<file path="src/spm_pkg.sv">
// constants and field layout for the serial port mode and interrupt mask block
//
// Function
// - baud source: clk, clk/8, external clock
// - length field gives five to eight bits
// - clocked bit selects synchronous operation
// - parity field: even, odd, space, mark, none, multidrop
// - stop field gives 1, 1.5, 2 bits
// - mode 00: normal transmit and receive pins
// - mode 01: received input echoed to output
// - mode 10: transmitter fed into receiver internally
// - mode 11: input pin tied to output pin
// - clock pin driven only with internal source
// - enable write sets mask bits with ones
// - disable write clears mask bits with ones
// - mask read shows enabled sources
// - bits 0-2: receive ready, transmit ready, break
// - bits 3-4: receive, transmit transfer done
// - bits 5-7: overrun, framing, parity errors
// - bits 8-9: time-out, transmitter empty
// - interrupt when flag and mask both set
`default_nettype none

package spm_pkg;

   // ****************************************
   // register map (byte addresses)
   // ****************************************
   localparam int ADDR_W = 8;
   localparam logic [ADDR_W-1:0] OFS_MODE = 8'h04;
   localparam logic [ADDR_W-1:0] OFS_IRQ_SET = 8'h08;
   localparam logic [ADDR_W-1:0] OFS_IRQ_CLR = 8'h0c;
   localparam logic [ADDR_W-1:0] OFS_IRQ_VIEW = 8'h10;
   localparam logic [ADDR_W-1:0] OFS_FLAGS = 8'h14;

   // ****************************************
   // mode register fields
   // ****************************************
   localparam int MODE_W = 19;
   localparam logic [MODE_W-1:0] MODE_RESET = 19'h00000;
   localparam logic [MODE_W-1:0] MODE_MASK = 19'h4fff0;
   localparam int F_SRC_LO = 4;
   localparam int F_LEN_LO = 6;
   localparam int F_SYNC = 8;
   localparam int F_PAR_LO = 9;
   localparam int F_STOP_LO = 12;
   localparam int F_CHM_LO = 14;
   localparam int F_CKDRV = 18;

   // ****************************************
   // interrupt sources
   // ****************************************
   localparam int NSRC = 10;
   localparam logic [NSRC-1:0] IRQ_VIEW_RESET = 10'h000;
   localparam int B_RX_AVAIL = 0;
   localparam int B_TX_FREE = 1;
   localparam int B_BREAK = 2;
   localparam int B_RX_DONE = 3;
   localparam int B_TX_DONE = 4;
   localparam int B_OVERRUN = 5;
   localparam int B_FRAMING = 6;
   localparam int B_PARITY = 7;
   localparam int B_TIMEOUT = 8;
   localparam int B_TX_IDLE = 9;

   // ****************************************
   // timing
   // ****************************************
   localparam int SYS_DIV = 8;
   localparam int DIV_W = 3;

   typedef enum logic [1:0] {SPM_CH_NORMAL, SPM_CH_ECHO, SPM_CH_LOCAL, SPM_CH_REMOTE} spm_channel_test_mode_t;

endpackage

`default_nettype wire

</file>
<file path="src/spm_core.sv">
// mode register, interrupt mask and pin routing for one serial channel
//
// The register offsets and the Wishbone interface to the registers are this design's own decisions.
`default_nettype none

module spm_core
#(
   parameter int DIV8 = spm_pkg::SYS_DIV
)
(
   input wire logic clk_i,
   input wire logic rst_i,
   // classic wishbone slave
   input wire logic cyc_i,
   input wire logic stb_i,
   input wire logic we_i,
   input wire logic [spm_pkg::ADDR_W-1:0] adr_i,
   input wire logic [3:0] sel_i,
   input wire logic [31:0] dat_i,
   output logic [31:0] dat_o,
   output logic ack_o,
   // status flags from the channel
   input wire logic [spm_pkg::NSRC-1:0] channel_flags_i,
   output logic irq_o,
   // pins
   input wire logic rxd_i,
   output logic txd_o,
   input wire logic sck_i,
   output logic sck_o,
   output logic sck_oe_o,
   // serial core side
   input wire logic tx_core_i,
   output logic rx_core_o,
   output logic tx_active_o,
   output logic rx_active_o,
   output logic baud_tick_o,
   // decoded frame setup
   output logic [3:0] data_bits_o,
   output logic sync_mode_o,
   output logic parity_en_o,
   output logic parity_odd_o,
   output logic parity_forced_o,
   output logic parity_forced_val_o,
   output logic multidrop_o,
   output logic [2:0] stop_half_bits_o,
   output logic stop_reserved_o
);
   import spm_pkg::*;

   // ****************************************
   // decode helpers
   // ****************************************
   function automatic logic [3:0] char_bits(input logic [1:0] code);
      char_bits = 4'h5 + {2'b00, code};
   endfunction

   function automatic logic is_hit(input logic [ADDR_W-1:0] a, input logic [ADDR_W-1:0] ofs);
      is_hit = (a == ofs);
   endfunction

   function automatic logic [31:0] byte_mask(input logic [3:0] s);
      byte_mask = {{8{s[3]}}, {8{s[2]}}, {8{s[1]}}, {8{s[0]}}};
   endfunction

   // ****************************************
   // bus slave
   // ****************************************
   logic [MODE_W-1:0] channel_mode_config;
   logic [NSRC-1:0] irq_enable_view;
   logic req;
   logic wr_fire;
   logic [31:0] wmask;
   logic [31:0] next_dat;

   assign req = cyc_i & stb_i;
   // writes land on the edge where the master sees ack
   assign wr_fire = req & we_i & ack_o;
   assign wmask = byte_mask(sel_i);

   // ~ack term keeps a held strobe from being taken twice
   always_ff @(posedge clk_i)
   begin
      if (rst_i)
      begin
         ack_o <= 1'b0;
      end
      else
      begin
         ack_o <= req & ~ack_o;
      end
   end

   always_comb
   begin
      next_dat = 32'h00000000;
      if (is_hit(adr_i, OFS_MODE))
      begin
         next_dat[MODE_W-1:0] = channel_mode_config;
      end
      else if (is_hit(adr_i, OFS_IRQ_VIEW))
      begin
         next_dat[NSRC-1:0] = irq_enable_view;
      end
      else if (is_hit(adr_i, OFS_FLAGS))
      begin
         next_dat[NSRC-1:0] = channel_flags_i;
      end
   end

   // captured once per request so the value stands through the ack cycle
   always_ff @(posedge clk_i)
   begin
      if (rst_i)
      begin
         dat_o <= 32'h00000000;
      end
      else if (req & ~we_i & ~ack_o)
      begin
         dat_o <= next_dat;
      end
   end

   // ****************************************
   // mode register
   // ****************************************
   // unwritable bits masked at write time, so they always read zero
   always_ff @(posedge clk_i)
   begin
      if (rst_i)
      begin
         channel_mode_config <= MODE_RESET;
      end
      else if (wr_fire && is_hit(adr_i, OFS_MODE))
      begin
         channel_mode_config <= ((channel_mode_config & ~wmask[MODE_W-1:0])
            | (dat_i[MODE_W-1:0] & wmask[MODE_W-1:0])) & MODE_MASK;
      end
   end

   logic [1:0] baud_source_sel;
   logic [1:0] char_length_sel;
   logic [2:0] parity_type_sel;
   logic [1:0] stop_count_sel;
   spm_channel_test_mode_t channel_test_mode;
   logic serial_clock_drive_en;
   logic sync_sel;

   assign baud_source_sel = channel_mode_config[F_SRC_LO +: 2];
   assign char_length_sel = channel_mode_config[F_LEN_LO +: 2];
   assign sync_sel = channel_mode_config[F_SYNC];
   assign parity_type_sel = channel_mode_config[F_PAR_LO +: 3];
   assign stop_count_sel = channel_mode_config[F_STOP_LO +: 2];
   assign channel_test_mode = spm_channel_test_mode_t'(channel_mode_config[F_CHM_LO +: 2]);
   assign serial_clock_drive_en = channel_mode_config[F_CKDRV];

   // ****************************************
   // interrupt mask, one cell per source
   // ****************************************
   // mapping of bits to sources is fixed by the B_* positions
   logic set_hit;
   logic clr_hit;
   assign set_hit = wr_fire & is_hit(adr_i, OFS_IRQ_SET);
   assign clr_hit = wr_fire & is_hit(adr_i, OFS_IRQ_CLR);

   // set and clear sit at different offsets, so they never meet in one cycle
   genvar gi;
   generate
      for (gi = 0; gi < NSRC; gi++)
      begin : g_mask
         always_ff @(posedge clk_i)
         begin
            if (rst_i)
            begin
               irq_enable_view[gi] <= IRQ_VIEW_RESET[gi];
            end
            else if (set_hit && dat_i[gi] && wmask[gi])
            begin
               irq_enable_view[gi] <= 1'b1;
            end
            else if (clr_hit && dat_i[gi] && wmask[gi])
            begin
               irq_enable_view[gi] <= 1'b0;
            end
         end
      end
   endgenerate

   // registered so the line cannot glitch while flags and mask settle
   always_ff @(posedge clk_i)
   begin
      if (rst_i)
      begin
         irq_o <= 1'b0;
      end
      else
      begin
         irq_o <= |(channel_flags_i & irq_enable_view);
      end
   end

   // ****************************************
   // baud generator input clock
   // ****************************************
   logic [DIV_W-1:0] div_cnt;
   logic div_tick;
   logic sck_prev;
   logic next_tick;

   // free-running divider; its phase is not aligned to the mode write
   always_ff @(posedge clk_i)
   begin
      if (rst_i)
      begin
         div_cnt <= '0;
      end
      else if (div_tick)
      begin
         div_cnt <= '0;
      end
      else
      begin
         div_cnt <= div_cnt + 1'b1;
      end
   end
   assign div_tick = (div_cnt == DIV_W'(DIV8 - 1));

   always_ff @(posedge clk_i)
   begin
      if (rst_i)
      begin
         sck_prev <= 1'b0;
      end
      else
      begin
         sck_prev <= sck_i;
      end
   end

   // external edge seen one cycle late; needs sck_i well below clk_i
   always_comb
   begin
      unique case (baud_source_sel)
         2'b00: next_tick = 1'b1;
         2'b01: next_tick = div_tick;
         default: next_tick = sck_i & ~sck_prev;
      endcase
   end

   always_ff @(posedge clk_i)
   begin
      if (rst_i)
      begin
         baud_tick_o <= 1'b0;
      end
      else
      begin
         baud_tick_o <= next_tick;
      end
   end

   // ****************************************
   // serial clock pin
   // ****************************************
   // with an external source the pin is an input, so never fight it
   always_ff @(posedge clk_i)
   begin
      if (rst_i)
      begin
         sck_o <= 1'b0;
         sck_oe_o <= 1'b0;
      end
      else
      begin
         sck_oe_o <= serial_clock_drive_en & ~baud_source_sel[1];
         // phase restarts low when the source turns internal again
         if (baud_source_sel[1])
         begin
            sck_o <= 1'b0;
         end
         else if (next_tick)
         begin
            sck_o <= ~sck_o;
         end
      end
   end

   // ****************************************
   // frame setup
   // ****************************************
   always_ff @(posedge clk_i)
   begin
      if (rst_i)
      begin
         data_bits_o <= 4'h5;
         sync_mode_o <= 1'b0;
         parity_en_o <= 1'b1;
         parity_odd_o <= 1'b0;
         parity_forced_o <= 1'b0;
         parity_forced_val_o <= 1'b0;
         multidrop_o <= 1'b0;
         stop_half_bits_o <= 3'h2;
         stop_reserved_o <= 1'b0;
      end
      else
      begin
         data_bits_o <= char_bits(char_length_sel);
         sync_mode_o <= sync_sel;
         parity_en_o <= ~parity_type_sel[2];
         parity_odd_o <= (parity_type_sel == 3'b001);
         parity_forced_o <= (parity_type_sel[2:1] == 2'b01);
         parity_forced_val_o <= (parity_type_sel == 3'b011);
         multidrop_o <= (parity_type_sel[2:1] == 2'b11);
         // half-bit units so 1.5 stays exact; reserved codes fall back to one bit
         unique case (stop_count_sel)
            2'b01: stop_half_bits_o <= sync_sel ? 3'h2 : 3'h3;
            2'b10: stop_half_bits_o <= 3'h4;
            default: stop_half_bits_o <= 3'h2;
         endcase
         // flag only; the stop length above stays a legal one
         stop_reserved_o <= (stop_count_sel == 2'b11)
            | (sync_sel & (stop_count_sel == 2'b01));
      end
   end

   // ****************************************
   // channel routing
   // ****************************************
   // one flop of latency on each path; harmless against any baud rate
   always_ff @(posedge clk_i)
   begin
      if (rst_i)
      begin
         txd_o <= 1'b1;
         rx_core_o <= 1'b1;
         tx_active_o <= 1'b0;
         rx_active_o <= 1'b0;
      end
      else
      begin
         unique case (channel_test_mode)
            SPM_CH_NORMAL:
            begin
               txd_o <= tx_core_i;
               rx_core_o <= rxd_i;
               tx_active_o <= 1'b1;
               rx_active_o <= 1'b1;
            end
            SPM_CH_ECHO:
            begin
               txd_o <= rxd_i;
               rx_core_o <= rxd_i;
               tx_active_o <= 1'b0;
               rx_active_o <= 1'b1;
            end
            SPM_CH_LOCAL:
            begin
               txd_o <= 1'b1;
               rx_core_o <= tx_core_i;
               tx_active_o <= 1'b1;
               rx_active_o <= 1'b1;
            end
            SPM_CH_REMOTE:
            begin
               txd_o <= rxd_i;
               rx_core_o <= 1'b1;
               tx_active_o <= 1'b0;
               rx_active_o <= 1'b0;
            end
         endcase
      end
   end

endmodule

`default_nettype wire

</file>
<file path="config.mk">
export PLATFORM = sky130hd
export DESIGN_NAME = spm_core
export DESIGN_NICKNAME = d
export VERILOG_FILES = /design/src/spm_pkg.sv /design/src/spm_core.sv
export SDC_FILE = /design/constraint.sdc
export NUM_CORES = 1
export LEC_CHECK = 0
export BUFFER_PORTS_ARGS = -buffer_cell sky130_fd_sc_hd__clkbuf_2
export CAP_MARGIN = 20
export CORE_MARGIN = 3
export CORE_UTILIZATION = 47
export DETAILED_ROUTE_END_ITERATION = 12
export PLACE_DENSITY = 0.79
export RECOVER_POWER = 25
export SLEW_MARGIN = 5
export SYNTH_ARGS = -nofsm -noshare
export SYNTH_HDL_FRONTEND = slang
export SYNTH_SLANG_ARGS = --single-unit
</file>
<file path="constraint.sdc">
create_clock -name clk_i -period 1.9 [get_ports clk_i]
set_input_delay 0.285 -clock clk_i [delete_from_list [all_inputs] [get_ports clk_i]]
set_output_delay 0.285 -clock clk_i [all_outputs]
set_load 0.02 [all_outputs]
</file>
==> metrics.log, run 1 <==
INFO  metric max_cap_violations = 0
INFO  metric timing.critical_path.fanout_max = 7
INFO  metric floorplan.die.height = 82.11 um
INFO  metric antenna_cells_inserted = 0
INFO  metric ys_types = 41
INFO  metric result_of_the_run = finished, final reports clean
INFO  metric drtIter0Drc = 160
INFO  metric postSynthAreaPerCell = around 10 um2
INFO  metric setup.worst_path.end_class = flip-flop
INFO  metric final-hold-violation-count = 0
INFO  metric gp_congestion = 0.7948
INFO  metric post-layout-total-power = between 0.003 and 0.004 W
INFO  metric cts.clk_slew.worst_paths = roughly 0.07 ns
INFO  metric power.ir.vdd_worst = 531.7 uV
INFO  metric synth-main-ff-cell = sky130_fd_sc_hd__dfxtp_1
INFO  metric cts.sink_count = 67
INFO  metric grt_antenna_before_repair = 0
INFO  metric timing.final.max_slew_violations = 0
INFO  metric yosys_reg_bits = 67
INFO  metric ys_seq_area_share = between 40% and 50%
INFO  metric critical_path_data_required_time = 2.10 ns
INFO  metric htree_levels = 3
INFO  metric drc = 0
INFO  metric netlist_area = 2723 um2
INFO  metric final_non_filler_cell_total = between 400 and 500
INFO  metric finalWirelength = roughly 6400 um
INFO  metric layout.nets = ~430
INFO  metric synthToLayoutAreaGrowth = 27.02%
INFO  metric met2_wirelength = 2981 um
INFO  metric timing.final.crit_period = between 1.5 and 2 ns
INFO  metric top_level_ports = roughly 120
INFO  metric cts.root.buffer_cell = sky130_fd_sc_hd__clkbuf_8
INFO  metric place_worst_setup_slack = 0.05266 ns
INFO  metric setup_viol_count_final = 0
INFO  metric cpPeakStageDelay = 0.55 ns
INFO  metric cts.repair.resized = 0
INFO  metric ant_nets = 0
INFO  metric gr-total-overflow = 0
INFO  metric fin_tns_setup = 0 ns
INFO  metric filler_cell_count = 463
INFO  metric synth-warning-count = 0
INFO  metric highest_layer = met4
INFO  metric layout_worst_path_cycle_share = 88.78%
INFO  metric grt_max_degree = 38
INFO  metric worst_slack = ~0.21 ns
INFO  metric crit_type = flip-flop to flip-flop
INFO  metric synthesis.instances = 272
INFO  metric signal_arrival_time_at_the_worst_endpoint = between 1.5 and 2 ns
INFO  metric finalInstanceArea = 3458 um2
INFO  metric worst_hold_path_type = input pin to flip-flop
INFO  metric met1Wirelength = 2789 um
INFO  metric floorplan.initialDensity = 49.14%
INFO  metric slowest_stage = sky130_fd_sc_hd__nor4_4
INFO  metric critPathLaunchType = flip-flop
INFO  metric firstDrtPassIters = 4
INFO  metric std_cell_rows = 27
INFO  metric vias_per_cell = 5.193
INFO  metric crit_path_cell_trace = nand4_2, nor4_4, mux2i_1, nor2_1
INFO  metric setup_repair_after_global_routing_missed_its_margin = false
INFO  metric grt_first_pass_wirelength = 9791 um
INFO  metric synth-async-reset-ratio = 0%
INFO  metric vias = 2285
INFO  metric fmaxAchievable = 0.5928 GHz
INFO  metric finalClockSkew = 0.006332 ns
INFO  metric cts_buffers = 9
INFO  metric hpwlAfterDp = 4710 um
INFO  metric portBuffers = 85
INFO  metric power.density_cell_area = 907.3 nW/um2
INFO  metric clock_insertion_delay_worst_skew = 0.34 ns
INFO  metric synth_edf_count = 0
INFO  metric detail_route.wl_per_cell = 14.45 um
INFO  metric tightestPinTransition = slightly above 0.7 ns
INFO  metric holdBufCountCts = 0
INFO  metric power.leakage = 1.477 nW
INFO  metric max-slew-margin-rel = 53.05%
INFO  metric clock_path_buffers = 2
INFO  metric dp.cells = 423
INFO  metric die_width = 82.11 um
INFO  metric number_of_setup_buffers_added_after_cts = 0
INFO  metric global_route.usage.total = 19.60%
INFO  metric tritoncts_clock_tree = yes
INFO  metric coreArea = 5540 um2
INFO  metric die_area = 6742 um2
INFO  metric number_of_global_route_vias_before_repair = 2076
INFO  metric drive_gt1_share = 31.52%
INFO  metric placement.cell_area = 3201 um2
INFO  metric dr_wl_met3 = 468 um
cell usage after synthesis (all sizes together) (8+ instances only):
cell,number,area [um2]
a21oi,13,65.06
nand2,21,78.83
buf,19,145.1
nor2,22,85.09
a311oi,8,70.07
nor3,8,40.04
clkbuf,10,37.54
dfxtp,67,1341
o21ai,11,55.05
a22o,8,70.07
mux2i,13,130.1
layout make-up:
cell class	instances	area, um2	area share, %
repair buffers	95	515.5	14.91
clock inverters	4	95.09	2.750
clock buffers	12	165.2	4.776
flip-flops and latches	67	1341	38.78
inverters	8	30.03	0.8683
multi-input cells	182	1221	35.31
well taps	72	90.09	2.605
placed cells by master, fill, tap and decap left out, types with 6 or more instances in the layout:
master,n
sky130_fd_sc_hd__clkbuf_2,80
sky130_fd_sc_hd__dfxtp_1,67
sky130_fd_sc_hd__nor2_1,21
sky130_fd_sc_hd__nand2_1,21
sky130_fd_sc_hd__conb_1,15
sky130_fd_sc_hd__a21oi_1,13
sky130_fd_sc_hd__mux2i_1,13
sky130_fd_sc_hd__clkbuf_8,12
sky130_fd_sc_hd__o21ai_0,11
sky130_fd_sc_hd__nor3_1,8
sky130_fd_sc_hd__a22o_1,8
sky130_fd_sc_hd__a311oi_1,8
sky130_fd_sc_hd__inv_1,7
sky130_fd_sc_hd__ha_1,7
sky130_fd_sc_hd__buf_4,7
sky130_fd_sc_hd__clkbuf_1,6
logic make-up (layout without fill, tap and decap cells):
kind of cell               Yosys count  after routing  share of synthesized area [%]
buffers and inverters               37            119                          7.813
other                                1             15                         0.1377
AOI/OAI and AO/OA                   56             56                          14.61
xor gates and xnor gates             1              1                         0.3217
muxes                               17             17                          6.434
DFF                                 67             67                          49.26
adders and majority gates            7              7                          3.217
and+or+nand+nor                     86             86                          18.20
routing by layer:
layer | global-route usage, % | up-vias
met5 | 0 | -
met4 | 8.638 | 0
met3 | 5.857 | 9
met2 | 32.15 | 93
met1 | 23.76 | 1050
li1 | - | 1133
through the flow:
| step | hold WS (ns) | util [%] |
|---|---|---|
| after CTS | 0.1488 | 62.47 |
| after floorplan | 0.3947 | - |
| after global placement | 0.4162 | 57.77 |
| final | 0.1580 | 62.42 |
| after global routing | 0.1598 | 62.42 |
| after detailed placement | 0.4257 | 57.77 |
where the power goes:
group          internal [W]  switching [W]  total (W)
registers           0.00142     0.00000556    0.00142
logic             0.0000748       0.000133   0.000207
clock network      0.000977       0.000529    0.00151
final timing paths:
check / start / end / slack, ns / depth (start not counted)
setup / recovery: ack_o$_SDFF_PP0_ / flip-flop / 0.21 / 4
hold / removal: dat_i[0] / irq_enable_view[0]$_SDFFE_PP0P_ / 0.16 / 2
setup reg to reg: ack_o$_SDFF_PP0_ / flip-flop / 0.21 / 4
hold reg to reg: div_cnt[0]$_SDFF_PP0_ / div_cnt[0]$_SDFF_PP0_ / 0.43 / 1
critical path, delay by kind of cell (launching register included):
family	cells	cell delay, ns
simple gates	3	0.90
mux	1	0.26
flops	1	0.38
Note: power is estimated with default switching activity, not from simulation.
==> inputs of run 2 (changes only) <==
--- a/config.mk
+++ b/config.mk
@@ -5,10 +5,11 @@
 export SDC_FILE = /design/constraint.sdc
 export NUM_CORES = 1
 export LEC_CHECK = 0
+export ABC_AREA = 1
 export BUFFER_PORTS_ARGS = -buffer_cell sky130_fd_sc_hd__clkbuf_2
 export CAP_MARGIN = 20
 export CORE_MARGIN = 3
-export CORE_UTILIZATION = 47
+export CORE_UTILIZATION = 48
 export DETAILED_ROUTE_END_ITERATION = 12
 export PLACE_DENSITY = 0.79
 export RECOVER_POWER = 25
==> run 2 against run 1 <==
  * Sequential power about the same
  * Routed wire length up 13%
  * Synthesized cell count up 45%
  * Die area up 5.3%
  * Setup slack better by 0.26 ns
  * Count of clock-buffer cells in the layout down 3
  * Clock power down 21%
  * First-iteration DRC count down 23%
  * Critical path depth up 1
  * Largest cell class unchanged
  * Highest routed layer unchanged
==> metrics.log, run 2 <==
INFO  metric clock_path_buffers = 2 (unchanged)
INFO  metric cts.clk_slew.worst_paths = 0.08 ns (about the same)
INFO  metric final_common_cell = sky130_fd_sc_hd__nand2_1
INFO  metric number_of_setup_buffers_added_after_cts = 0 (unchanged)
INFO  metric floorplan.initialDensity = 51.50% (+2.4 points)
INFO  metric tightestPinTransition = 0.7404 ns (+0.03618 ns)
INFO  metric dp.cells = 544 (+29%)
INFO  metric result_of_the_run = finished, final reports clean
INFO  metric place_worst_setup_slack = 0.1884 ns (+0.1358 ns)
INFO  metric synth_common_cells = sky130_fd_sc_hd__nand2_1, sky130_fd_sc_hd__dfxtp_1, sky130_fd_sc_hd__nand3_1
INFO  metric finalClockSkew = 0.01150 ns (+0.005170 ns)
INFO  metric synth-async-reset-ratio = 0% (unchanged)
INFO  metric vias_per_cell = 5.038 (-3.0%)
INFO  metric synth_edf_count = 0 (unchanged)
INFO  metric max-slew-margin-rel = 50.64% (-2.4 points)
INFO  metric layout.nets = 552 (+28%)
INFO  metric hpwlAfterDp = 5362 um (+14%)
INFO  metric die_area = 7101 um2 (+5.3%)
INFO  metric top_level_ports = 117 (unchanged)
INFO  metric capture_point_of_the_worst_reg_to_reg_path = irq_enable_view[2]$_SDFFE_PP0P_
INFO  metric layout_worst_path_cycle_share = 75.07% (-14 points)
INFO  metric std_cell_rows = 27 (unchanged)
INFO  metric worst_hold_path_type = input pin to flip-flop
INFO  metric global_route.usage.total = 20.33% (+0.73 points)
INFO  metric grt_max_degree = 21 (-45%)
INFO  metric largest_family_of_logic_cells_by_synthesized_area = simple AND/OR/NAND/NOR gates
INFO  metric portBuffers = 85 (unchanged)
INFO  metric htree_levels = 3 (unchanged)
INFO  metric p_int = 0.002094 W (-15%)
INFO  metric floorplan.die.height = 84.27 um (+2.6%)
INFO  metric yosys_reg_bits = 67 (unchanged)
INFO  metric finalWirelength = 7166 um (+13%)
INFO  metric ant_nets = 0 (unchanged)
INFO  metric postSynthAreaPerCell = 7.444 um2 (-26%)
INFO  metric fmaxAchievable = 0.7011 GHz (+18%)
INFO  metric synthesis.instances = 395 (+45%)
INFO  metric detail_route.wl_per_cell = 12.80 um (-11%)
INFO  metric coreArea = 5709 um2 (+3.0%)
INFO  metric timing.final.crit_period = 1.426 ns (-0.2606 ns)
INFO  metric power.leakage = 1.670 nW (+13%)
INFO  metric post-synth-top-count-cell = sky130_fd_sc_hd__nand2_1
INFO  metric critical_path_data_required_time = 2.12 ns (+0.02 ns)
INFO  metric setup_repair_after_global_routing_missed_its_margin = false
INFO  metric fin_tns_setup = 0 ns (unchanged)
INFO  metric grt_first_pass_wirelength = 11700 um (+19%)
INFO  metric min_delay_worst_endpoint = sck_prev$_SDFF_PP0_
INFO  metric total_net_switching_power = 0.0007295 W (+9.4%)
INFO  metric clock_power_share = 42.3% (-5.7 points)
INFO  metric holdBufCountCts = 0 (unchanged)
INFO  metric synth-xor-area-share = 0% (-0.32 points)
INFO  metric power.sequential.fraction = 50.4% (+5.0 points)
INFO  metric synthToLayoutAreaGrowth = 20.98%
INFO  metric r2r_cells = 5 (+1)
INFO  metric gr-total-overflow = 0 (unchanged)
INFO  metric ys_seq_area_share = 45.62% (-3.6 points)
INFO  metric max_cap_violations = 0 (unchanged)
INFO  metric worst_slack = 0.4737 ns (+0.2606 ns)
INFO  metric synth_simple_gate_area_share = 28.13% (+9.9 points)
INFO  metric power.ir.vdd_worst = 516.7 uV (-2.8%)
INFO  metric cts.repair.resized = 0 (unchanged)
INFO  metric netlist_top_cells_area = sky130_fd_sc_hd__dfxtp_1, sky130_fd_sc_hd__nand2_1, sky130_fd_sc_hd__nand3_1
INFO  metric finalInstanceArea = 3557 um2 (+2.9%)
INFO  metric drive_gt1_share = 22.95% (-8.6 points)
INFO  metric signal_arrival_time_at_the_worst_endpoint = 1.64 ns (-0.25 ns)
INFO  metric vias = 2821 (+23%)
INFO  metric number_of_global_route_vias_before_repair = 2708 (+30%)
INFO  metric cts.sink_count = 67 (unchanged)
INFO  metric ys_types = 28 (-32%)
INFO  metric final-hold-violation-count = 0 (unchanged)
INFO  metric firstDrtPassIters = 4 (unchanged)
INFO  metric placement.cell_area = 3378 um2 (+5.6%)
INFO  metric gp_congestion = 0.8516 (+7.1%)
INFO  metric drtIter0Drc = 124 (-23%)
INFO  metric grt_antenna_before_repair = 0 (unchanged)
INFO  metric final_non_filler_cell_total = 560 (+27%)
INFO  metric power_switching_share = 25.84% (+4.6 points)
INFO  metric rrSetupSlack = 0.47 ns (+0.26 ns)
INFO  metric setup.worst_path.end_class = flip-flop
INFO  metric synth_area_leader_cell = sky130_fd_sc_hd__dfxtp_1
INFO  metric netlist_area = 2940 um2 (+8.0%)
INFO  metric synth_area_in_compound_gates = 11.45% (-3.2 points)
INFO  metric adder_and_majority_gate_portion_of_the_synthesized_area = 2.979% (-0.24 points)
INFO  metric clock_insertion_delay_worst_skew = 0.34 ns (about the same)
INFO  metric power.density_cell_area = 793.7 nW/um2 (-13%)
INFO  metric synth-warning-count = 0 (unchanged)
INFO  metric top_cell_type_s_share_of_synthesized_area = 45.62% (-3.6 points)
INFO  metric critPathLaunchType = flip-flop
INFO  metric instance_count_along_the_most_critical_hold_path = 3 (+1)
INFO  metric hp-start = sck_i
INFO  metric cts_buffers = 9 (unchanged)
INFO  metric antenna_cells_inserted = 0 (unchanged)
INFO  metric die_width = 84.27 um (+2.6%)
INFO  metric cts.root.buffer_cell = sky130_fd_sc_hd__clkbuf_8
INFO  metric worst_r2r_startpoint = ack_o$_SDFF_PP0_
INFO  metric crit_type = flip-flop to flip-flop
INFO  metric tritoncts_clock_tree = yes
INFO  metric timing.final.max_slew_violations = 0 (unchanged)
INFO  metric synth-main-ff-cell = sky130_fd_sc_hd__dfxtp_1
INFO  metric final_cell_mix = sky130_fd_sc_hd__nand2_1, sky130_fd_sc_hd__clkbuf_2, sky130_fd_sc_hd__dfxtp_1
INFO  metric post-layout-total-power = 0.002823 W (-10%)
INFO  metric drc = 0 (unchanged)
INFO  metric pwr-share-comb = 7.3% (+0.7 points)
INFO  metric setup_viol_count_final = 0 (unchanged)
INFO  metric timing.critical_path.fanout_max = 10 (+3)
INFO  metric synth_mux_area_share = 0% (-6.4 points)
-- run 2: changes by cell type in the layout (fill, tap and decap cells not counted), moves of 13 or more --
| cell | change |
|---|---|
| sky130_fd_sc_hd__inv_1 | +31 |
| sky130_fd_sc_hd__nand3_1 | +41 |
| sky130_fd_sc_hd__a21oi_1 | +27 |
| sky130_fd_sc_hd__nand2_1 | +75 |
| sky130_fd_sc_hd__mux2i_1 | -13 |
-- run 2: worst max-delay path by stage --
stage,endpoint,slack (ns),startpoint,cells past startpoint
CTS,irq_enable_view[2]$_SDFFE_PP0P_,0.46,ack_o$_SDFF_PP0_,5
global route,irq_enable_view[2]$_SDFFE_PP0P_,0.29,ack_o$_SDFF_PP0_,5
finish,irq_enable_view[2]$_SDFFE_PP0P_,0.47,ack_o$_SDFF_PP0_,5
floorplan,irq_enable_view[4]$_SDFFE_PP0P_,0.61,ack_o$_SDFF_PP0_,5
detailed placement,flip-flop,0.19,adr_i[3],9
global placement,flip-flop,0.25,adr_i[3],9
-- run 2: final cells by class --
class	count	area, um2
flip-flops and latches	67	1341
well taps	72	90.09
clock inverters	7	76.32
fillers	542	2152
repair buffers	93	464.2
multi-input cells	271	1308
clock buffers	9	123.9
inverters	41	153.9
-- run 2: power by group through the flow --
stage	Sequential, W	Clock, W	Combinational [W]
global route	0.00142	0.00128	0.000229
finish	0.00142	0.00119	0.000207
floorplan	0.00147	0	0.000133
detailed placement	0.00146	0	0.000206
global placement	0.00146	0	0.000202
CTS	0.00142	0.00121	0.000208
-- run 2: stage by stage --
| step | hold slack [ns] | util [%] |
|---|---|---|
| floorplan | 0.3927 | - |
| global placement | 0.4059 | 59.17 |
| detailed placement | 0.4140 | 59.17 |
| CTS | 0.1476 | 62.68 |
| global route | 0.1744 | 62.31 |
| finish | 0.1567 | 62.31 |
-- run 2: critical path, stage by stage (launching register included) --
cell and delay [ns]:
sky130_fd_sc_hd__dfxtp_1 0.38, sky130_fd_sc_hd__nand3_2 0.18, sky130_fd_sc_hd__inv_1 0.18, sky130_fd_sc_hd__nand2_1 0.23
sky130_fd_sc_hd__o21ai_0 0.26, sky130_fd_sc_hd__a21oi_1 0.09
-- run 2: metal layers --
layer / vias to the layer above / track usage, % / share of wire, %
met5: - / 0 / 0
met3: 22 / 4.711 / 8.5
met4: 0 / 10.96 / 3.2
met2: 118 / 34.29 / 48
met1: 1270 / 23.84 / 40
li1: 1411 / - / -
-- run 2: cell families after synthesis --
kind of cell | after synthesis
fa+ha+maj | 7
compound gates | 63
simple gates | 186
flops | 67
buf+inv | 71
other cells | 1
